**src/verilog/tcpwm_pkg.sv**
```systemverilog
// package for the three-phase complementary pwm block: register map, field positions, reset values, bus carriers
// assumes an AXI4-Lite master with 8-bit byte addresses and 32-bit data
package tcpwm_pkg;

  // ************************************************************
  // register byte offsets
  // ************************************************************
  localparam int unsigned ADDR_W = 8;
  localparam logic [7:0] OFS_CONTROL = 8'h00;
  localparam logic [7:0] OFS_STATUS = 8'h04;
  localparam logic [7:0] OFS_UPPER_CNT = 8'h08;
  localparam logic [7:0] OFS_LOWER_CNT = 8'h0C;
  localparam logic [7:0] OFS_DEAD_TIME = 8'h10;
  localparam logic [7:0] OFS_CARRIER_CMP = 8'h14;
  localparam logic [7:0] OFS_CARRIER_BUF = 8'h18;
  localparam logic [7:0] OFS_HALF_CMP = 8'h1C;
  localparam logic [7:0] OFS_HALF_BUF = 8'h20;
  localparam logic [7:0] OFS_DUTY_CMP [3] = '{8'h24, 8'h28, 8'h2C};
  localparam logic [7:0] OFS_DUTY_BUF [3] = '{8'h30, 8'h34, 8'h38};
  localparam logic [7:0] OFS_PIN_STATE = 8'h3C;
  localparam logic [5:0] LAST_WORD_INDEX = 6'h0F;

  // ************************************************************
  // fields and reset values
  // ************************************************************
  localparam int unsigned CTRL_RUN_BIT = 0;
  localparam int unsigned CTRL_MODE_LSB = 4;
  localparam int unsigned CTRL_SYNC_BIT = 8;
  localparam logic [3:0] MODE_COMPLEMENTARY = 4'hF;
  localparam logic [3:0] MODE_RESET = 4'h0;
  localparam int unsigned STAT_MATCH_BIT = 0;
  localparam int unsigned STAT_UPPER_UP_BIT = 1;
  localparam int unsigned STAT_LOWER_UP_BIT = 2;
  localparam int unsigned STAT_PENDING_BIT = 3;
  localparam logic [31:0] WORD_RESET = 32'h0000_0000;
  localparam logic [1:0] RESP_OKAY = 2'b00;
  localparam logic [1:0] RESP_SLVERR = 2'b10;

  // ************************************************************
  // carriers
  // ************************************************************
  typedef struct packed {
    logic [ADDR_W-1:0] awaddr;
    logic awvalid;
    logic [31:0] wdata;
    logic [3:0] wstrb;
    logic wvalid;
    logic bready;
    logic [ADDR_W-1:0] araddr;
    logic arvalid;
    logic rready;
  } tcpwm_axi_req_t;

  typedef struct packed {
    logic awready;
    logic wready;
    logic [1:0] bresp;
    logic bvalid;
    logic arready;
    logic [31:0] rdata;
    logic [1:0] rresp;
    logic rvalid;
  } tcpwm_axi_rsp_t;

  // pin order: bit 0 phase u, bit 1 phase v, bit 2 phase w
  typedef struct packed {
    logic syncToggle;
    logic [2:0] positive;
    logic [2:0] negative;
  } tcpwm_pins_t;

endpackage

```
**src/verilog/tcpwm_three_phase_pwm.sv**
```systemverilog
// three-phase complementary pwm generator with dead time and a period-synchronous toggle output
// assumes one AXI4-Lite master on sys_clk and gate drivers that take the pin levels as they are
//
// Overview of operation
// upper counter reverses at half-period and dead-time
// lower counter reverses at carrier half-period, zero
// software read/write dead-time register sets dead time
// read/write carrier half-period register bounds lower counter
// carrier buffer copied into carrier register while running
// half-period compare changed at runtime via buffer
// half-period buffer copied into compare while running
// phase u buffer passes first temporary then compare
// three temporary stages, invisible to software
// phase v, w buffers pass to compares
// three complementary pairs with dead time, zero allowed
// lower count equal dead time forces negatives low
// phase w outputs invert on counter matches
// phase v outputs invert on counter matches
// phase u outputs invert on counter matches
// upper half-period match raises interrupt request
// software writes phase w buffer last, always
// software preloads counters before start
// software changes duty only through buffers
// toggle output gives fixed half-duty square wave
// any duty from fully off to fully on
// runs only when mode field is all ones
// toggle output only when its enable is set
// software sets half-period as carrier plus dead
// phase w write arms transfer, applied at turn
// zero dead time switches pairs on same cycle
//
// The address map and the AXI4-Lite slave port were decided locally.
module tcpwm_three_phase_pwm
  import tcpwm_pkg::*;
#(
  parameter int unsigned CNT_W = 16
) (
  // clock and reset
  input wire logic sys_clk,
  input wire logic sys_rst,
  // register bus
  input wire tcpwm_axi_req_t axiReq,
  output tcpwm_axi_rsp_t axiRsp,
  // power stage and events
  output tcpwm_pins_t pins,
  output logic compareMatchIrq
);

  // ************************************************************
  // elaboration check
  // ************************************************************
  generate
    if (CNT_W < 2 || CNT_W > 32) begin : g_bad_width
      $error("tcpwm_three_phase_pwm: CNT_W must lie in 2..32");
    end
  endgenerate

  // ************************************************************
  // helpers
  // ************************************************************
  function automatic logic [CNT_W-1:0] mergeLanes(input logic [CNT_W-1:0] old, input logic [31:0] data,
                                                  input logic [3:0] strb);
    logic [31:0] word;
    word = 32'(old);
    for (int i = 0; i < 4; i++) begin
      if (strb[i]) begin
        word[8*i +: 8] = data[8*i +: 8];
      end
    end
    return word[CNT_W-1:0];
  endfunction

  function automatic logic isMapped(input logic [ADDR_W-1:0] addr);
    return (addr[1:0] == 2'b00) && (addr[7:2] <= LAST_WORD_INDEX);
  endfunction

  // ************************************************************
  // state
  // ************************************************************
  logic awHave, wHave, awReady, wReady, bValid, arReady, rValid;
  logic [1:0] bResp, rResp;
  logic [31:0] rData, wDataQ, readWord;
  logic [3:0] wStrbQ;
  logic [ADDR_W-1:0] awAddrQ;
  logic next_awHave, next_wHave, next_bValid, next_rValid;
  logic wrFire, arTaken;
  logic ctrlRun, syncEnable;
  logic [3:0] ctrlMode;
  logic [CNT_W-1:0] upper, lower, deadTime, carrierCmp, carrierBuf, halfCmp, halfBuf;
  logic [CNT_W-1:0] dutyCmp [3];
  logic [CNT_W-1:0] dutyBuf [3];
  logic [CNT_W-1:0] dutyTemp [3];
  logic upperUp, lowerUp, tempPending, matchFlag, irqQ;
  logic [2:0] posQ, negQ;
  logic toggleQ;
  logic running, upPeak, upTrough, lowPeak, lowTrough, turnPoint;

  assign axiRsp = '{awready: awReady, wready: wReady, bresp: bResp, bvalid: bValid, arready: arReady,
                    rdata: rData, rresp: rResp, rvalid: rValid};
  assign pins = '{syncToggle: toggleQ, positive: posQ, negative: negQ};
  assign compareMatchIrq = irqQ;

  // ************************************************************
  // bus slave
  // ************************************************************
  assign wrFire = awHave && wHave && !bValid;
  assign arTaken = axiReq.arvalid && arReady;

  always_comb begin
    next_awHave = awHave;
    next_wHave = wHave;
    next_bValid = bValid;
    next_rValid = rValid;
    if (axiReq.awvalid && awReady) begin
      next_awHave = 1'b1;
    end else if (wrFire) begin
      next_awHave = 1'b0;
    end
    if (axiReq.wvalid && wReady) begin
      next_wHave = 1'b1;
    end else if (wrFire) begin
      next_wHave = 1'b0;
    end
    if (wrFire) begin
      next_bValid = 1'b1;
    end else if (bValid && axiReq.bready) begin
      next_bValid = 1'b0;
    end
    if (arTaken) begin
      next_rValid = 1'b1;
    end else if (rValid && axiReq.rready) begin
      next_rValid = 1'b0;
    end
  end

  always_ff @(posedge sys_clk or posedge sys_rst) begin
    if (sys_rst) begin
      awHave <= 1'b0;
      wHave <= 1'b0;
      awReady <= 1'b0;
      wReady <= 1'b0;
      bValid <= 1'b0;
      bResp <= RESP_OKAY;
      awAddrQ <= '0;
      wDataQ <= WORD_RESET;
      wStrbQ <= '0;
    end else begin
      awHave <= next_awHave;
      wHave <= next_wHave;
      awReady <= !next_awHave && !next_bValid;
      wReady <= !next_wHave && !next_bValid;
      bValid <= next_bValid;
      if (axiReq.awvalid && awReady) begin
        awAddrQ <= axiReq.awaddr;
      end
      if (axiReq.wvalid && wReady) begin
        wDataQ <= axiReq.wdata;
        wStrbQ <= axiReq.wstrb;
      end
      if (wrFire) begin
        bResp <= isMapped(awAddrQ) ? RESP_OKAY : RESP_SLVERR;
      end
    end
  end

  // temporaries have no address on purpose
  always_comb begin
    readWord = WORD_RESET;
    unique case (axiReq.araddr)
      OFS_CONTROL: begin
        readWord[CTRL_RUN_BIT] = ctrlRun;
        readWord[CTRL_MODE_LSB +: 4] = ctrlMode;
        readWord[CTRL_SYNC_BIT] = syncEnable;
      end
      OFS_STATUS: begin
        readWord[STAT_MATCH_BIT] = matchFlag;
        readWord[STAT_UPPER_UP_BIT] = upperUp;
        readWord[STAT_LOWER_UP_BIT] = lowerUp;
        readWord[STAT_PENDING_BIT] = tempPending;
      end
      OFS_UPPER_CNT: readWord = 32'(upper);
      OFS_LOWER_CNT: readWord = 32'(lower);
      OFS_DEAD_TIME: readWord = 32'(deadTime);
      OFS_CARRIER_CMP: readWord = 32'(carrierCmp);
      OFS_CARRIER_BUF: readWord = 32'(carrierBuf);
      OFS_HALF_CMP: readWord = 32'(halfCmp);
      OFS_HALF_BUF: readWord = 32'(halfBuf);
      OFS_DUTY_CMP[0]: readWord = 32'(dutyCmp[0]);
      OFS_DUTY_CMP[1]: readWord = 32'(dutyCmp[1]);
      OFS_DUTY_CMP[2]: readWord = 32'(dutyCmp[2]);
      OFS_DUTY_BUF[0]: readWord = 32'(dutyBuf[0]);
      OFS_DUTY_BUF[1]: readWord = 32'(dutyBuf[1]);
      OFS_DUTY_BUF[2]: readWord = 32'(dutyBuf[2]);
      OFS_PIN_STATE: readWord = 32'({toggleQ, posQ, negQ});
      default: readWord = WORD_RESET;
    endcase
  end

  always_ff @(posedge sys_clk or posedge sys_rst) begin
    if (sys_rst) begin
      arReady <= 1'b0;
      rValid <= 1'b0;
      rData <= WORD_RESET;
      rResp <= RESP_OKAY;
    end else begin
      arReady <= !next_rValid;
      rValid <= next_rValid;
      if (arTaken) begin
        rData <= readWord;
        rResp <= isMapped(axiReq.araddr) ? RESP_OKAY : RESP_SLVERR;
      end
    end
  end

  // ************************************************************
  // counters
  // ************************************************************
  assign running = ctrlRun && (ctrlMode == MODE_COMPLEMENTARY);
  assign upPeak = running && upperUp && (upper == halfCmp);
  assign upTrough = running && !upperUp && (upper == deadTime);
  assign lowPeak = running && lowerUp && (lower == carrierCmp);
  assign lowTrough = running && !lowerUp && (lower == '0);
  assign turnPoint = upPeak || lowTrough;

  // a software load restarts the count upward so the preload sequence works from any state
  always_ff @(posedge sys_clk or posedge sys_rst) begin
    if (sys_rst) begin
      upper <= '0;
      upperUp <= 1'b1;
    end else if (wrFire && awAddrQ == OFS_UPPER_CNT) begin
      upper <= mergeLanes(upper, wDataQ, wStrbQ);
      upperUp <= 1'b1;
    end else if (upPeak) begin
      upperUp <= 1'b0;
      upper <= upper - 1'b1;
    end else if (upTrough) begin
      upperUp <= 1'b1;
      upper <= upper + 1'b1;
    end else if (running) begin
      upper <= upperUp ? upper + 1'b1 : upper - 1'b1;
    end
  end

  always_ff @(posedge sys_clk or posedge sys_rst) begin
    if (sys_rst) begin
      lower <= '0;
      lowerUp <= 1'b1;
    end else if (wrFire && awAddrQ == OFS_LOWER_CNT) begin
      lower <= mergeLanes(lower, wDataQ, wStrbQ);
      lowerUp <= 1'b1;
    end else if (lowPeak) begin
      lowerUp <= 1'b0;
      lower <= lower - 1'b1;
    end else if (lowTrough) begin
      lowerUp <= 1'b1;
      lower <= lower + 1'b1;
    end else if (running) begin
      lower <= lowerUp ? lower + 1'b1 : lower - 1'b1;
    end
  end

  // ************************************************************
  // configuration, buffers and temporary stages
  // ************************************************************
  always_ff @(posedge sys_clk or posedge sys_rst) begin
    if (sys_rst) begin
      ctrlRun <= 1'b0;
      ctrlMode <= MODE_RESET;
      syncEnable <= 1'b0;
      deadTime <= '0;
      carrierCmp <= '0;
      carrierBuf <= '0;
      halfCmp <= '0;
      halfBuf <= '0;
      tempPending <= 1'b0;
      for (int p = 0; p < 3; p++) begin
        dutyCmp[p] <= '0;
        dutyBuf[p] <= '0;
        dutyTemp[p] <= '0;
      end
    end else begin
      if (turnPoint) begin
        carrierCmp <= carrierBuf;
        halfCmp <= halfBuf;
        if (tempPending) begin
          for (int p = 0; p < 3; p++) begin
            dutyCmp[p] <= dutyTemp[p];
          end
          tempPending <= 1'b0;
        end
      end
      if (wrFire) begin
        unique case (awAddrQ)
          OFS_CONTROL: begin
            if (wStrbQ[0]) begin
              ctrlRun <= wDataQ[CTRL_RUN_BIT];
              ctrlMode <= wDataQ[CTRL_MODE_LSB +: 4];
            end
            if (wStrbQ[1]) begin
              syncEnable <= wDataQ[CTRL_SYNC_BIT];
            end
          end
          OFS_DEAD_TIME: deadTime <= mergeLanes(deadTime, wDataQ, wStrbQ);
          OFS_CARRIER_CMP: carrierCmp <= mergeLanes(carrierCmp, wDataQ, wStrbQ);
          OFS_CARRIER_BUF: carrierBuf <= mergeLanes(carrierBuf, wDataQ, wStrbQ);
          OFS_HALF_CMP: halfCmp <= mergeLanes(halfCmp, wDataQ, wStrbQ);
          OFS_HALF_BUF: halfBuf <= mergeLanes(halfBuf, wDataQ, wStrbQ);
          OFS_DUTY_CMP[0]: dutyCmp[0] <= mergeLanes(dutyCmp[0], wDataQ, wStrbQ);
          OFS_DUTY_CMP[1]: dutyCmp[1] <= mergeLanes(dutyCmp[1], wDataQ, wStrbQ);
          OFS_DUTY_CMP[2]: dutyCmp[2] <= mergeLanes(dutyCmp[2], wDataQ, wStrbQ);
          OFS_DUTY_BUF[0]: dutyBuf[0] <= mergeLanes(dutyBuf[0], wDataQ, wStrbQ);
          OFS_DUTY_BUF[1]: dutyBuf[1] <= mergeLanes(dutyBuf[1], wDataQ, wStrbQ);
          OFS_DUTY_BUF[2]: begin
            // the phase w write commits the whole set; set wins over a same-cycle apply
            dutyBuf[2] <= mergeLanes(dutyBuf[2], wDataQ, wStrbQ);
            dutyTemp[0] <= dutyBuf[0];
            dutyTemp[1] <= dutyBuf[1];
            dutyTemp[2] <= mergeLanes(dutyBuf[2], wDataQ, wStrbQ);
            tempPending <= 1'b1;
          end
          default: begin
          end
        endcase
      end
    end
  end

  // ************************************************************
  // compare-match event
  // ************************************************************
  always_ff @(posedge sys_clk or posedge sys_rst) begin
    if (sys_rst) begin
      matchFlag <= 1'b0;
      irqQ <= 1'b0;
    end else begin
      irqQ <= upPeak;
      if (upPeak) begin
        matchFlag <= 1'b1;
      end else if (wrFire && awAddrQ == OFS_STATUS && wStrbQ[0] && wDataQ[STAT_MATCH_BIT]) begin
        matchFlag <= 1'b0;
      end
    end
  end

  // ************************************************************
  // output pairs and toggle
  // ************************************************************
  // a duty value outside the counting range never matches, which holds a pair fully on or off
  always_ff @(posedge sys_clk or posedge sys_rst) begin
    if (sys_rst) begin
      posQ <= '0;
      negQ <= '0;
    end else if (running) begin
      for (int p = 0; p < 3; p++) begin
        if (lower == deadTime) begin
          negQ[p] <= 1'b0;
        end else if (upper == dutyCmp[p]) begin
          negQ[p] <= !negQ[p];
        end
        if (lower == dutyCmp[p]) begin
          posQ[p] <= !posQ[p];
        end
      end
    end
  end

  always_ff @(posedge sys_clk or posedge sys_rst) begin
    if (sys_rst) begin
      toggleQ <= 1'b0;
    end else if (!syncEnable) begin
      toggleQ <= 1'b0;
    end else if (upPeak || upTrough) begin
      toggleQ <= !toggleQ;
    end
  end

  // ************************************************************
  // checks
  // ************************************************************
  a_upper_turn_down: assert property (@(posedge sys_clk) disable iff (sys_rst)
    upPeak && !(wrFire && awAddrQ == OFS_UPPER_CNT) |=> !upperUp && upper == $past(halfCmp) - 1'b1)
    else $error("upper counter did not turn down at half period");
  a_lower_turn_up: assert property (@(posedge sys_clk) disable iff (sys_rst)
    lowTrough && !(wrFire && awAddrQ == OFS_LOWER_CNT) |=> lowerUp && lower == 1)
    else $error("lower counter did not turn up at zero");
  a_neg_forced_low: assert property (@(posedge sys_clk) disable iff (sys_rst)
    running && lower == deadTime |=> negQ == 3'b000)
    else $error("negative outputs not forced low");
  a_pos_w_invert: assert property (@(posedge sys_clk) disable iff (sys_rst)
    running && lower == dutyCmp[2] |=> posQ[2] != $past(posQ[2]))
    else $error("phase w positive did not invert");
  a_neg_u_invert: assert property (@(posedge sys_clk) disable iff (sys_rst)
    running && lower != deadTime && upper == dutyCmp[0] |=> negQ[0] != $past(negQ[0]))
    else $error("phase u negative did not invert");
  a_irq_on_peak: assert property (@(posedge sys_clk) disable iff (sys_rst)
    upPeak |=> irqQ ##1 !irqQ || $past(upPeak))
    else $error("interrupt pulse missing or too long");
  a_w_write_arms: assert property (@(posedge sys_clk) disable iff (sys_rst)
    wrFire && awAddrQ == OFS_DUTY_BUF[2] |=> tempPending && dutyTemp[0] == $past(dutyBuf[0]))
    else $error("phase w write did not arm the temporary stages");
  a_temp_applied: assert property (@(posedge sys_clk) disable iff (sys_rst)
    turnPoint && tempPending && !wrFire |=> dutyCmp[0] == $past(dutyTemp[0]) && !tempPending)
    else $error("temporary stage not applied at turning point");
  a_toggle_disabled: assert property (@(posedge sys_clk) disable iff (sys_rst)
    !syncEnable |=> !toggleQ)
    else $error("toggle output active while disabled");
  a_mode_gates_run: assert property (@(posedge sys_clk) disable iff (sys_rst)
    ctrlMode != MODE_COMPLEMENTARY && !wrFire |=> $stable(upper) && $stable(lower))
    else $error("counters moved outside complementary mode");
  a_carrier_copy: assert property (@(posedge sys_clk) disable iff (sys_rst)
    turnPoint && !wrFire |=> carrierCmp == $past(carrierBuf) && halfCmp == $past(halfBuf))
    else $error("cycle buffers not copied at turning point");
  a_write_answer: assert property (@(posedge sys_clk) disable iff (sys_rst)
    wrFire |=> bValid ##0 !awReady && !wReady)
    else $error("write response not given one cycle after both parts");

endmodule // tcpwm_three_phase_pwm

```
**config.mk**
```make
export PLATFORM = sky130hd
export DESIGN_NAME = tcpwm_three_phase_pwm
export DESIGN_NICKNAME = d
export VERILOG_FILES = /design/src/verilog/tcpwm_pkg.sv /design/src/verilog/tcpwm_three_phase_pwm.sv
export SDC_FILE = /design/constraint.sdc
export NUM_CORES = 1
export LEC_CHECK = 0
export BUFFER_PORTS_ARGS = -buffer_cell sky130_fd_sc_hd__buf_2
export CAP_MARGIN = 20
export CORE_MARGIN = 2
export CORE_UTILIZATION = 35
export CTS_CLUSTER_SIZE = 25
export DETAILED_ROUTE_END_ITERATION = 7
export HOLD_SLACK_MARGIN = 0.06
export PLACE_DENSITY = 0.51
export REMOVE_ABC_BUFFERS = 1
export SETUP_SLACK_MARGIN = 0.4
export SYNTH_ARGS = -nofsm -noshare
export SYNTH_HDL_FRONTEND = slang
export SYNTH_SLANG_ARGS = --single-unit
```
**constraint.sdc**
```tcl
create_clock -name sys_clk -period 11.1 [get_ports sys_clk]
set_input_delay 0.555 -clock sys_clk [delete_from_list [all_inputs] [get_ports sys_clk]]
set_output_delay 0.555 -clock sys_clk [all_outputs]
set_load 0.005 [all_outputs]
```
## Word level (Yosys, flattened, before mapping)

Cells that the tools add are included.

- Flip-flop bits (word level): 327
- Logic and storage cells: 253

- Add/sub/neg operators: 4
- $lt $le $gt $ge: 2
- Equal/unequal tests: 55
- Multiplexer cells: 57
- Reductions and logical operators: 79

Operators with widths:

| operator | number |
|---|---|
| $mux W16 | 19 |
| $eq A16 B16 Y1 | 10 |
| $mux W48 | 3 |
| $eq A8 B6 Y1 const B | 15 |
| $pmux W7 S13 | 1 |
| $pmux W5 S15 | 1 |
| $eq A8 B5 Y1 const B | 8 |
| $pmux W3 S15 | 1 |
| $reduce_and A3 Y1 | 14 |
| $add A16 B1 Y16 const B | 2 |
| $eq A8 B4 Y1 const B | 4 |
| $sub A16 B1 Y16 const B | 2 |
| $ne A3 B3 Y1 const B | 10 |
| $mux W1 | 27 |
| $logic_and A1 B1 Y1 | 25 |
| $reduce_and A2 Y1 | 11 |
| $eq A8 B3 Y1 const B | 2 |
| $logic_not A16 Y1 | 1 |
| $logic_not A8 Y1 | 2 |
| $mux W8 | 2 |
| $pmux W1 S16 | 1 |
| $logic_not A1 Y1 | 14 |
| $le A6 B4 Y1 const B | 2 |
| $ne A2 B2 Y1 const B | 4 |
| 8 further kinds | 16 |

## Longest topological paths before layout

Gate-level depths: netlist of the first run.

- Word-level depth: 8
- Depth in mapped cells: 11
- Gate-level depth less buffers: 9

## Worst setup path before layout of the first run

Ideal clock, no wire load.

- Path kind: register -> register
- Start point: reg lower[0]
- End point: reg lower[11]
- Arrival: 2.582 ns
- Required time: 11.018 ns
- Slack: 8.436 ns
- Cell stages (with the launch flop): 10
- Clock period less this slack: 2.664 ns
- Path through: dfrtp_1 > buf_1 > inv_1 > ha_1 > and4_1 > a31oi_1 > a21oi_2 > or4_1 > or3_1 > a31oi_1

- Word-level cells in the longest chain between the ends: 6
- Elaborated cells on any way between the ends: 13
- Classes of those cells: add/sub (2); eq/ne (1); mux (5); reduce/logical (5)

RTL lines:

| item | line | source |
|---|---|---|
| from (decl) | tcpwm_three_phase_pwm.sv:89 | `logic [CNT_W-1:0] upper, lower, deadTime, carrierCmp, carrierBuf, halfCmp, halfBuf;` |
| from (signal assigned) | tcpwm_three_phase_pwm.sv:249 | `lower <= mergeLanes(lower, wDataQ, wStrbQ);` |
| from (signal assigned) | tcpwm_three_phase_pwm.sv:253 | `lower <= lower - 1'b1;` |
| from (signal assigned) | tcpwm_three_phase_pwm.sv:256 | `lower <= lower + 1'b1;` |
| $sub A16 B1 Y16 / $add A16 B1 Y16 (equally long branches) | tcpwm_three_phase_pwm.sv:253, tcpwm_three_phase_pwm.sv:258, tcpwm_three_phase_pwm.sv:256 |  |
| $mux W16 | tcpwm_three_phase_pwm.sv:258 | `lower <= lowerUp ? lower + 1'b1 : lower - 1'b1;` |
| $mux W16 | tcpwm_three_phase_pwm.sv:257 | `end else if (running) begin` |
| $mux W16 | tcpwm_three_phase_pwm.sv:254 | `end else if (lowTrough) begin` |
| $mux W16 | tcpwm_three_phase_pwm.sv:251 | `end else if (lowPeak) begin` |
| $mux W16 | tcpwm_three_phase_pwm.sv:248 | `end else if (wrFire && awAddrQ == OFS_LOWER_CNT) begin` |

Several ways; a longest one is shown, not always the timed one. The select of a mux whose other input is x is not followed.
A chain may end at the register's enable or synchronous reset.

## Worst setup path in the final report of the first run

- Start point: reg upper[1]
- End point: reg halfCmp[3]

- Word-level cells in the longest chain between the ends: 6

RTL lines:

| item | line | source |
|---|---|---|
| from (decl) | tcpwm_three_phase_pwm.sv:89 |  |
| from (signal assigned) | tcpwm_three_phase_pwm.sv:231 | `upper <= mergeLanes(upper, wDataQ, wStrbQ);` |
| from (signal assigned) | tcpwm_three_phase_pwm.sv:235 | `upper <= upper - 1'b1;` |
| from (signal assigned) | tcpwm_three_phase_pwm.sv:238 | `upper <= upper + 1'b1;` |
| $eq A16 B16 Y1 (*) | tcpwm_three_phase_pwm.sv:219 | `assign upPeak = running && upperUp && (upper == halfCmp);` |
| $logic_and A1 B1 Y1 (*) | tcpwm_three_phase_pwm.sv:219 |  |
| net upPeak | tcpwm_three_phase_pwm.sv:96 | `logic running, upPeak, upTrough, lowPeak, lowTrough, turnPoint;` |
| $logic_or A1 B1 Y1 (*) | tcpwm_three_phase_pwm.sv:223 | `assign turnPoint = upPeak \|\| lowTrough;` |
| $mux W16 (*) | tcpwm_three_phase_pwm.sv:282 | `if (turnPoint) begin` |
| $mux W16 | tcpwm_three_phase_pwm.sv:293 | `unique case (awAddrQ)` |
| $mux W16 (*) | tcpwm_three_phase_pwm.sv:292 | `if (wrFire) begin` |
| to (signal assigned) | tcpwm_three_phase_pwm.sv:284 | `halfCmp <= halfBuf;` |
| to (signal assigned) | tcpwm_three_phase_pwm.sv:306 | `OFS_HALF_CMP: halfCmp <= mergeLanes(halfCmp, wDataQ, wStrbQ);` |
| to (decl) | tcpwm_three_phase_pwm.sv:89 |  |

The timed path passes the listed nets; every way through them passes the cells marked *.

==> results of run 1 <==
## metal layers
| metal | wire length (um) | part of all wire | up-vias |
|---|---|---|---|
| met3 | 5160 | 0.075 | 177 |
| met2 | 31500 | 0.46 | 736 |
| met1 | 28900 | 0.42 | 7502 |
| met4 | 3170 | 0.046 | 0 |
| met5 | 0 | 0 | - |
| li1 | - | - | 6468 |
## power groups by stage
| stage | Combinational, mW | Sequential, mW | Clock (mW) |
|---|---|---|---|
| after floorplan | 0.615 | 1.52 | 0 |
| after global placement | 0.955 | 1.68 | 0 |
| after detailed placement | 0.966 | 1.69 | 0 |
| after CTS | 0.970 | 1.67 | 1.31 |
| after global routing | 1.06 | 1.70 | 1.35 |
| final | 0.990 | 1.68 | 1.28 |
## cell usage after synthesis, types with 5 or more instances
| cell | instances | area, um2 |
|---|---|---|
| nand2b_1 | 8 | 50.1 |
| a21oi_1 | 97 | 485 |
| nand4_1 | 51 | 319 |
| o21a_1 | 5 | 37.5 |
| a41oi_1 | 5 | 43.8 |
| nor3_1 | 30 | 150 |
| o22ai_1 | 45 | 282 |
| clkbuf_1 | 74 | 278 |
| or4_1 | 6 | 45.0 |
| or3_1 | 6 | 37.5 |
| nor4_1 | 17 | 106 |
| buf_4 | 25 | 188 |
| nor2_1 | 115 | 432 |
| buf_2 | 17 | 85.1 |
| a222oi_1 | 19 | 190 |
| mux2i_1 | 62 | 621 |
| a32oi_1 | 7 | 61.3 |
| a22o_1 | 8 | 70.1 |
| a21o_1 | 5 | 37.5 |
| and2_1 | 16 | 100 |
| a221oi_1 | 7 | 61.3 |
| inv_1 | 63 | 236 |
| and3_1 | 15 | 93.8 |
| mux2_2 | 153 | 1720 |
| xor2_1 | 14 | 123 |
| ha_1 | 5 | 62.6 |
| nand3_1 | 35 | 175 |
| a22oi_1 | 45 | 338 |
| o21ai_0 | 53 | 265 |
| nor2b_1 | 9 | 56.3 |
| buf_1 | 15 | 56.3 |
| a211oi_1 | 9 | 67.6 |
| dfrtp_1 | 307 | 7680 |
| o211ai_1 | 9 | 67.6 |
| mux2_1 | 15 | 169 |
| o21ai_1 | 31 | 155 |
| a31oi_1 | 14 | 87.6 |
| nor4b_1 | 5 | 43.8 |
| o32ai_1 | 6 | 52.6 |
| xnor2_1 | 151 | 1320 |
| nand2_1 | 119 | 447 |
## through the flow
stage	instance area (um2)	hold slack, ns
global placement	18500	0.448
floorplan	17000	0.463
global route	19800	0.211
detailed placement	18500	0.467
CTS	19800	0.201
finish	19800	0.111
## cells in the final DEF (no fill, tap or decap), drive strengths merged, types with 6 or more instances in the layout
cell type / n
nand2: 120
clkinv: 9
and3: 15
nor2: 116
a222oi: 19
a31oi: 14
nor4: 18
xor2: 14
o22ai: 45
o211ai: 9
dfrtp: 307
a22oi: 45
a221oi: 7
o21ai: 84
mux2i: 62
mux2: 168
and2: 16
a211oi: 9
nor3: 32
nand3: 35
a21oi: 98
buf: 107
inv: 67
or2: 7
or4: 7
nor2b: 9
conb: 18
xnor2: 154
a22o: 8
or3: 6
o32ai: 6
nand4: 51
a32oi: 7
clkbuf: 53
nand2b: 8
## final timing paths
check                            from           to  slack (ns)  cells after the start
hold reg to reg             rData[14]    rData[14]        0.47                      2
hold / removal                sys_rst    wDataQ[4]        0.11                      2
setup / recovery             upper[1]   halfCmp[3]        7.30                      8
max in group asynchronous     sys_rst  deadTime[9]        8.61                      4
setup reg to reg             upper[1]   halfCmp[3]        7.30                      8
min in group sys_clk       axiReq[19]    wDataQ[3]        0.22                      2
## state kept, by name, indices dropped and copies added (netlist names), 2 cells and up
register / flops
carrierBuf: 16
halfCmp: 16
awAddrQ: 8
wStrbQ: 2
dutyCmp: 48
ctrlMode: 4
rData: 16
upper: 16
wDataQ: 16
dutyTemp: 48
deadTime: 16
lower: 16
carrierCmp: 16
dutyBuf: 32
posQ: 3
negQ: 3
halfBuf: 16
## final cells by class
| cell class | count | share of cell area |
|---|---|---|
| tap | 672 | 0.0424 |
| inverter | 65 | 0.0127 |
| clock inverter | 17 | 0.0114 |
| sequential | 309 | 0.390 |
| timing repair buffer | 109 | 0.0328 |
| clock buffer | 51 | 0.0530 |
| multi-input combinational | 1280 | 0.458 |
## kinds of logic after synthesis
| kind of cell | count (synthesis) |
|---|---|
| simple gates | 459 |
| compound gates | 398 |
| flops | 309 |
| mux | 232 |
| buf+inv | 199 |
| xor+xnor | 168 |
| fa+ha+maj | 5 |
| other cells | 1 |
## critical path, stage by stage, from the launching register on
cell     delay, ns
dfrtp_1       0.81
xnor2_2       0.18
nand2_1       0.13
or4_1         0.59
nor4_2        0.64
a41o_2        0.36
nand2_1       0.49
o22ai_1       0.36
a21oi_1       0.06
==> run_results.csv, run 1 <==
group,metric,value,unit
placed_design,dp_hpwl,50200,um
synth,synthArstFlopShare,1.00,
route,totalWireLength,68700,um
setup_path,critPathMaxFanout,16,
timing,worstMarginPinSlew,1.09,ns
timing,fin_ws,7.30,ns
final_layout,nets,1867,
route,drc_errors,0,
global_route,gr-usage-all-layers,0.262,
cts,cts_resized,0,
power,p_int,2.45,mW
timing,finalHoldViolCount,0,
final_layout,drive_above_1_share,0.190,
synth,synth_compound_area_frac,0.148,
floorplan,die_w,228,um
power,swShare,0.380,
global_route,antenna_found_initial,2,
global_route,use_met2,0.420,
timing,max_slew_margin,0.271,
global_route,grt_max_degree,122,
cts,cts_sinks,309,
route,postRouteAntennaNets,0,
power,vdd_drop_max,0.174,mV
global_route,overflow,0,
global_route,use_met3,0.0373,
global_route,grtUsageMet1,0.354,
cts,clk_pin_slew_worst_paths,0.07,ns
timing,fin_crit,3.80,ns
final_layout,fin_cells,2503,
setup_path,crit_path_end_kind,"register",
synth,synth-main-ff-cell,"dfrtp_1",
setup_path,required,11.50,ns
final_layout,seqCellArea,0.00773,mm2
timing,setup_violations,0,
final_layout,n_fill_cell,5006,
synth,synth_top_family_by_area,"compound AO/OA/AOI/OAI gates",
synth,synth_area,0.0176,mm2
setup_path,critical_path_class,"reg2reg",
timing,slew_viol_final,0,
floorplan,rows,82,
global_route,grt_pass1_vias,14700,
power,netSwitchingPower,1.50,mW
timing,rsz0062_at_grt,"false",
synth,synth.avg_cell_area,9.95,um2
placed_design,io_buffers,71,
status,status,"complete, no violations",
floorplan,core_area,0.0500,mm2
cts,cts_setup_buffers,0,
synth,synth_fa_ha_area_frac,0.00355,
setup_path,cp.arrival,4.20,ns
global_route,grt_busiest_layer,"met2",
route,wire_per_inst,27.5,um
route,vias_per_cell,5.95,
placed_design,pre_cts_slack,6.95,ns
cts,cts_buffer_depth,3,
power,p_clk_frac,0.325,
synth,ys_ff_latch,309,
synth,synth.distinct_cells,81,
final_layout,antenna_cells,0,
cts,cts_max_level,2,
floorplan,initial_utilization,0.353,
timing,tns,0,ns
power,total_power,3.95,mW
cts,ctsHoldBuffers,0,
synth,yosysWarnings,0,
placed_design,place_inst,2432,
final_layout,final_core_util,0.397,
flow_run,drv_cap,0,
floorplan,io_pins,108,
synth,synth-simple-area-share,0.129,
cts,cts_root_buf,"clkbuf_16",
placed_design,gp_congestion,1.00,
min_path,min_path_type,"in2async",
synth,synth_cells,1771,
final_layout,multiInputGateArea,0.00909,mm2
power,leakage,8.59,nW
power,combPwrFrac,0.251,
synth,synthMuxAreaShare,0.145,
timing,fin_crit_sh,0.342,
floorplan,dieArea,0.0522,mm2
final_layout,syn_to_final_growth,12.6,%
floorplan,die_h,228,um
global_route,grt_pass1_wl,101000,um
synth,synth_edf_count,0,
route,via_count,14900,
timing,fmax,263,MHz
synth,synth-xor-area-share,0.0848,
power,power_density,199,mW/mm2
cts,cts_tree,"built",
route,drt_iter0_drc,1871,
power,power_frac_seq,0.425,
cts,cts_buffers,38,
route,dr.pass1.iters,7,
synth,yosysSeqAreaShare,0.439,
timing,skew,0.0240,ns
setup_path,crit_path_start_kind,"register",
cts,clock_latency,0.56,ns
(Power assumes the default switching activity.)
==> inputs of run 2 (changes only) <==
==> constraint.sdc (replaced) <==
create_clock -name sys_clk -period 3.9 [get_ports sys_clk]
set_input_delay 0.195 -clock sys_clk [delete_from_list [all_inputs] [get_ports sys_clk]]
set_output_delay 0.195 -clock sys_clk [all_outputs]
set_load 0.005 [all_outputs]
==> run 2 against run 1 <==
  * First-iteration DRC count decreased by 6.1%
  * Fmax grew 14%
  * Routed wire length up 4.6%
  * Combinational power rose to 3.0 times the previous value
==> run_results.csv, run 2 (same netlist as run 1, synthesis figures left out) <==
group,metric,value,unit
status,status,"complete, no violations",
min_path,min_path_type,"in2reg",
timing,worstMarginPinSlew,0.941,ns
placed_design,io_buffers,71,
route,wl_met1,31400,um
cts,cts_setup_buffers,0,
cts,cts_max_level,2,
final_layout,drive_above_1_share,0.205,
global_route,grt_pass1_wl,105000,um
power,power_density,554,mW/mm2
timing,skew,0.0206,ns
final_layout,fin_cells,2575,
timing,setup_violations,0,
route,via_count,15100,
timing,max_slew_margin,0.355,
setup_path,timing.rr.start,"halfCmp[4]",
route,wire_per_inst,27.9,um
floorplan,die_h,228,um
cts,clock_latency,0.56,ns
final_layout,final_core_util,0.409,
route,drt_iter0_drc,1756,
timing,fin_crit_sh,0.852,
setup_path,reg2reg_to,"upper[10]",
global_route,gr-usage-all-layers,0.273,
cts,cts_tree,"built",
cts,clk_pin_slew_worst_paths,0.06,ns
floorplan,rows,82,
route,met2_length,32900,um
global_route,overflow,0,
final_layout,nets,1940,
timing,slew_viol_final,0,
final_layout,largestRegisters,"dutyCmp x48, dutyTemp x48, dutyBuf x32",
setup_path,startpoint,"halfCmp[4]",
cts,cts_buffer_depth,3,
route,totalWireLength,71900,um
floorplan,core_area,0.0500,mm2
power,total_power,11.3,mW
final_layout,final_cell_mix,"dfrtp_1, mux2_2, xnor2_1",
setup_path,cp.arrival,3.75,ns
cts,cts_buffers,37,
global_route,grt_max_degree,124,
power,leakage,8.92,nW
setup_path,r2r_slack,0.58,ns
final_layout,n_fill_cell,4970,
global_route,antenna_found_initial,0,
setup_path,critical_path_class,"reg2reg",
floorplan,die_w,228,um
flow_run,drv_cap,0,
timing,fin_crit,3.32,ns
route,dr_wl_met3,4430,um
setup_path,critPathMaxFanout,10,
setup_path,crit_slowest_cell,"or4_1",
route,vias_per_cell,5.86,
min_path,hold_depth,3,
route,drc_errors,0,
placed_design,dp_hpwl,53600,um
placed_design,gp_congestion,0.991,
cts,cts_sinks,309,
setup_path,reg2reg_depth,9,
final_layout,final_common_cell,"dfrtp_1",
setup_path,crit_path_start_kind,"register",
cts,cts_root_buf,"clkbuf_16",
placed_design,place_inst,2480,
floorplan,initial_utilization,0.353,
route,postRouteAntennaNets,0,
timing,rsz0062_at_grt,"false",
timing,tns,0,ns
setup_path,cp_slowest_stage_delay,0.50,ns
setup_path,crit_chain,"xnor2_1, nand4b_1, or4_1, nor4_4, buf_4, o211ai_1, o31ai_1, a211oi_1, nand2b_1",
final_layout,syn_to_final_growth,16.1,%
floorplan,io_pins,108,
power,vdd_drop_max,0.446,mV
global_route,grt_pass1_vias,14800,
min_path,holdCritStartpoint,"axiReq[1]",
floorplan,dieArea,0.0522,mm2
timing,fmax,301,MHz
setup_path,crit_path_end_kind,"register",
route,top_signal_layer_used,"met4",
min_path,min_to,"rResp[1]",
timing,finalHoldViolCount,0,
setup_path,required,4.33,ns
route,dr.pass1.iters,6,
-- run 2: routing by layer --
layer  up-vias  track usage
li1       6621            -
met4         0        0.113
met1      7682        0.377
met3       147       0.0372
met5         -            0
met2       646        0.433
-- run 2: worst max path at each step --
stage	end	depth (start not counted)	slack (ns)
final	upper[10]	9	0.58
after global placement	upper[10]	9	0.61
after detailed placement	upper[10]	9	0.57
after global routing	upper[15]	9	0.49
after floorplan	arReady	1	-4.84
after CTS	upper[10]	9	0.53
-- run 2: power by group --
| group | total (mW) | leakage (nW) | switching (mW) | internal, mW |
|---|---|---|---|---|
| sequential | 4.76 | 4.21 | 1.12 | 3.64 |
| clock | 3.59 | 0.596 | 1.44 | 2.15 |
| combinational | 2.98 | 4.12 | 1.77 | 1.21 |
| total | 11.3 | 8.92 | 4.33 | 7.00 |
-- run 2: area by class of cell --
type,count,area (um2),area share
multi-input cells,1280,9090,0.445
flip-flops and latches,309,7730,0.378
repair buffers,183,1290,0.0630
clock buffers,51,1050,0.0513
well taps,672,841,0.0411
inverters,65,251,0.0123
clock inverters,14,188,0.00918
diodes,1,2.50,0.000122
-- run 2: stage by stage --
step / setup slack [ns] / instance area [um2] / hold slack (ns)
floorplan: -4.84 / 17000 / 0.321
global placement: 0.609 / 18900 / 0.419
detailed placement: 0.574 / 18900 / 0.430
CTS: 0.526 / 20400 / 0.0793
global route: 0.491 / 20400 / 0.120
finish: 0.576 / 20400 / 0.101
-- run 2: critical path, delay by kind of cell (launching register included) --
| family | cells | cell delay [ns] |
|---|---|---|
| AND/OR/NAND/NOR | 4 | 1.28 |
| flip-flops | 1 | 0.46 |
| buffers and inverters | 1 | 0.25 |
| AO/OA/AOI/OAI | 3 | 0.71 |
| XOR/XNOR | 1 | 0.49 |
-- run 2: what timing repair did --
item                                    CTS  global route
resized for setup                         0             1
hold buffers                             29             0
endpoints found under the hold margin   145             0
endpoints found under the setup margin    0             1
==> inputs of run 3 (changes only) <==
--- a/config.mk
+++ b/config.mk
@@ -5,14 +5,14 @@
 export SDC_FILE = /design/constraint.sdc
 export NUM_CORES = 1
 export LEC_CHECK = 0
-export BUFFER_PORTS_ARGS = -buffer_cell sky130_fd_sc_hd__buf_2
 export CAP_MARGIN = 20
 export CORE_MARGIN = 2
 export CORE_UTILIZATION = 35
 export CTS_CLUSTER_SIZE = 25
 export DETAILED_ROUTE_END_ITERATION = 7
+export DONT_BUFFER_PORTS = 1
 export HOLD_SLACK_MARGIN = 0.06
-export PLACE_DENSITY = 0.51
+export PLACE_DENSITY = 0.49
 export REMOVE_ABC_BUFFERS = 1
 export SETUP_SLACK_MARGIN = 0.4
 export SYNTH_ARGS = -nofsm -noshare
==> run 3 against run 2 <==
  * Power down 1.8%
  * Via count is 1.6% lower
  * Global-route usage grew 0.24 points
  * Utilization is 0.96 points lower
  * Clock power is 4% lower
  * Flip-flop and latch count stayed put
  * Routed wire length grew 0.55%
  * Sequential power barely moved
  * Largest cell class unchanged
  * Non-clock buffer count fell by 80
  * Die area is the same
  * Register-to-register slack better by 0.09 ns
==> run_results.csv, run 3 (same netlist as run 1, synthesis figures left out) <==
group,metric,value,unit
power,power_density,557,mW/mm2
timing,slew_viol_final,0,
timing,fmax,309,MHz
final_layout,largestRegisters,"dutyCmp x48, dutyTemp x48, dutyBuf x32",
route,wire_per_inst,29.0,um
final_layout,fin_area,0.0200,mm2
power,p_clk_frac,0.309,
power,p_int,6.82,mW
floorplan,rows,82,
cts,cts_buffers,38,
floorplan,die_h,228,um
cts,clk_pin_slew_worst_paths,0.06,ns
placed_design,place_inst,2396,
global_route,overflow,0,
cts,cts_max_level,2,
cts,cts_buffer_depth,3,
cts,cts_sinks,309,
placed_design,gp_congestion,0.991,
power,swShare,0.387,
setup_path,critPathMaxFanout,14,
placed_design,place_area,0.0185,mm2
timing,skew,0.0300,ns
global_route,grt_pass1_vias,14800,
floorplan,die_w,228,um
flow_run,drv_cap,0,
final_layout,seqCellArea,0.00774,mm2
setup_path,r2r_slack,0.67,ns
final_layout,n_fill_cell,4963,
final_layout,syn_to_final_growth,13.3,%
power,netSwitchingPower,4.30,mW
route,drc_errors,0,
route,drt_iter0_drc,1916,
route,dr.pass1.iters,6,
setup_path,crit_path_start_kind,"register",
cts,cts_tree,"built",
floorplan,core_area,0.0500,mm2
final_layout,multiInputGateArea,0.00908,mm2
setup_path,required,4.35,ns
power,leakage,8.53,nW
cts,cts_root_buf,"clkbuf_16",
setup_path,path_depth,8,
final_layout,fin_cells,2494,
placed_design,dp_hpwl,53400,um
floorplan,io_pins,108,
timing,finalHoldViolCount,0,
placed_design,io_buffers,0,
global_route,gr-usage-all-layers,0.276,
final_layout,final_cell_mix,"dfrtp_1, mux2_2, xnor2_1",
power,power_frac_seq,0.431,
power,combPwrFrac,0.261,
route,totalWireLength,72200,um
setup_path,path_buf_inv,0,
timing,fin_crit,3.23,ns
setup_path,crit_slowest_cell,"dfrtp_1",
global_route,grt_max_degree,117,
timing,worstMarginPinSlew,1.01,ns
setup_path,cp.arrival,3.69,ns
status,status,"complete, no violations",
global_route,antenna_found_initial,0,
floorplan,dieArea,0.0522,mm2
min_path,min_path_type,"in2reg",
timing,fin_crit_sh,0.829,
final_layout,antenna_cells,0,
global_route,grt_pass1_wl,105000,um
cts,clock_latency,0.57,ns
power,vdd_drop_max,0.505,mV
final_layout,nets,1861,
timing,rsz0062_at_grt,"false",
setup_path,crit_chain,"xnor2_1, nand3_1, nor3_1, a21oi_2, nor4_1, a32o_1, o21ai_1, a21o_1",
route,postRouteAntennaNets,0,
setup_path,crit_path_end_kind,"register",
setup_path,critical_path_class,"reg2reg",
route,vias_per_cell,5.96,
final_layout,final_common_cell,"dfrtp_1",
setup_path,cp_slowest_stage_delay,0.90,ns
setup_path,cpLargestDelayFamily,"simple AND/OR/NAND/NOR gates",
final_layout,drive_above_1_share,0.166,
floorplan,initial_utilization,0.353,
timing,max_slew_margin,0.326,
timing,setup_violations,0,
min_path,hold_depth,3,
setup_path,reg2reg_depth,8,
route,via_count,14900,
[run 3: power by group through the flow]
stage | sequential [mW] | clock, mW | combinational [mW]
global placement | 4.80 | 0 | 2.80
detailed placement | 4.82 | 0 | 2.81
finish | 4.79 | 3.43 | 2.90
floorplan | 4.33 | 0 | 1.75
CTS | 4.76 | 3.49 | 2.85
global route | 4.84 | 3.63 | 3.13
[run 3: repair_timing]
action | 4_1_cts | 5_1_grt
hold buffers | 33 | 0
endpoints found under the setup margin | 0 | 2
hold endpoints to repair | 154 | 0
gates resized for setup | 0 | 1
buffers inserted | 0 | 0
[run 3: stage by stage]
stage	setup WS, ns	utilization	hold WS [ns]	TNS (ns)	total power [mW]
2_1_floorplan	-4.84	-	0.321	-1489.46	6.08
3_3_place_gp	0.603	0.370	0.258	0	7.60
3_5_place_dp	0.559	0.370	0.261	0	7.63
4_1_cts	0.542	0.400	0.0938	0	11.1
5_1_grt	0.475	0.400	0.115	0	11.6
6_report	0.668	0.400	0.116	0	11.1
[run 3: worst paths after layout]
path,start,to
setup / recovery,lower[4],lower[15]
hold / removal,axiReq[7],rData[15]
setup reg to reg,lower[4],lower[15]
hold reg to reg,dutyTemp[24],dutyTemp[24]
max in group asynchronous,sys_rst,upper[10]
min in group asynchronous,sys_rst,wDataQ[3]
[run 3: cell type report]
| cell class | instances | share of cell area |
|---|---|---|
| multi-input combinational | 1280 | 0.455 |
| timing repair buffer | 103 | 0.0441 |
| sequential | 309 | 0.387 |
| inverter | 65 | 0.0126 |
| clock inverter | 9 | 0.00414 |
| clock buffer | 56 | 0.0546 |
| tap | 672 | 0.0421 |
[run 3: layer usage]
layer | share of wire | wire length, um | GRT usage | vias up
met5 | 0 | 0 | 0 | -
met4 | 0.045 | 3230 | 0.119 | 0
met3 | 0.078 | 5650 | 0.0544 | 172
li1 | - | - | - | 6467
met2 | 0.46 | 33400 | 0.443 | 714
met1 | 0.42 | 30000 | 0.362 | 7508
[run 3: worst register-to-register path: stages, from the launching register on]
cell     delay [ns]
dfrtp_1        0.90
xnor2_1        0.21
nand3_1        0.18
nor3_1         0.46
a21oi_2        0.23
nor4_1         0.58
a32o_1         0.28
o21ai_1        0.08
a21o_1         0.21
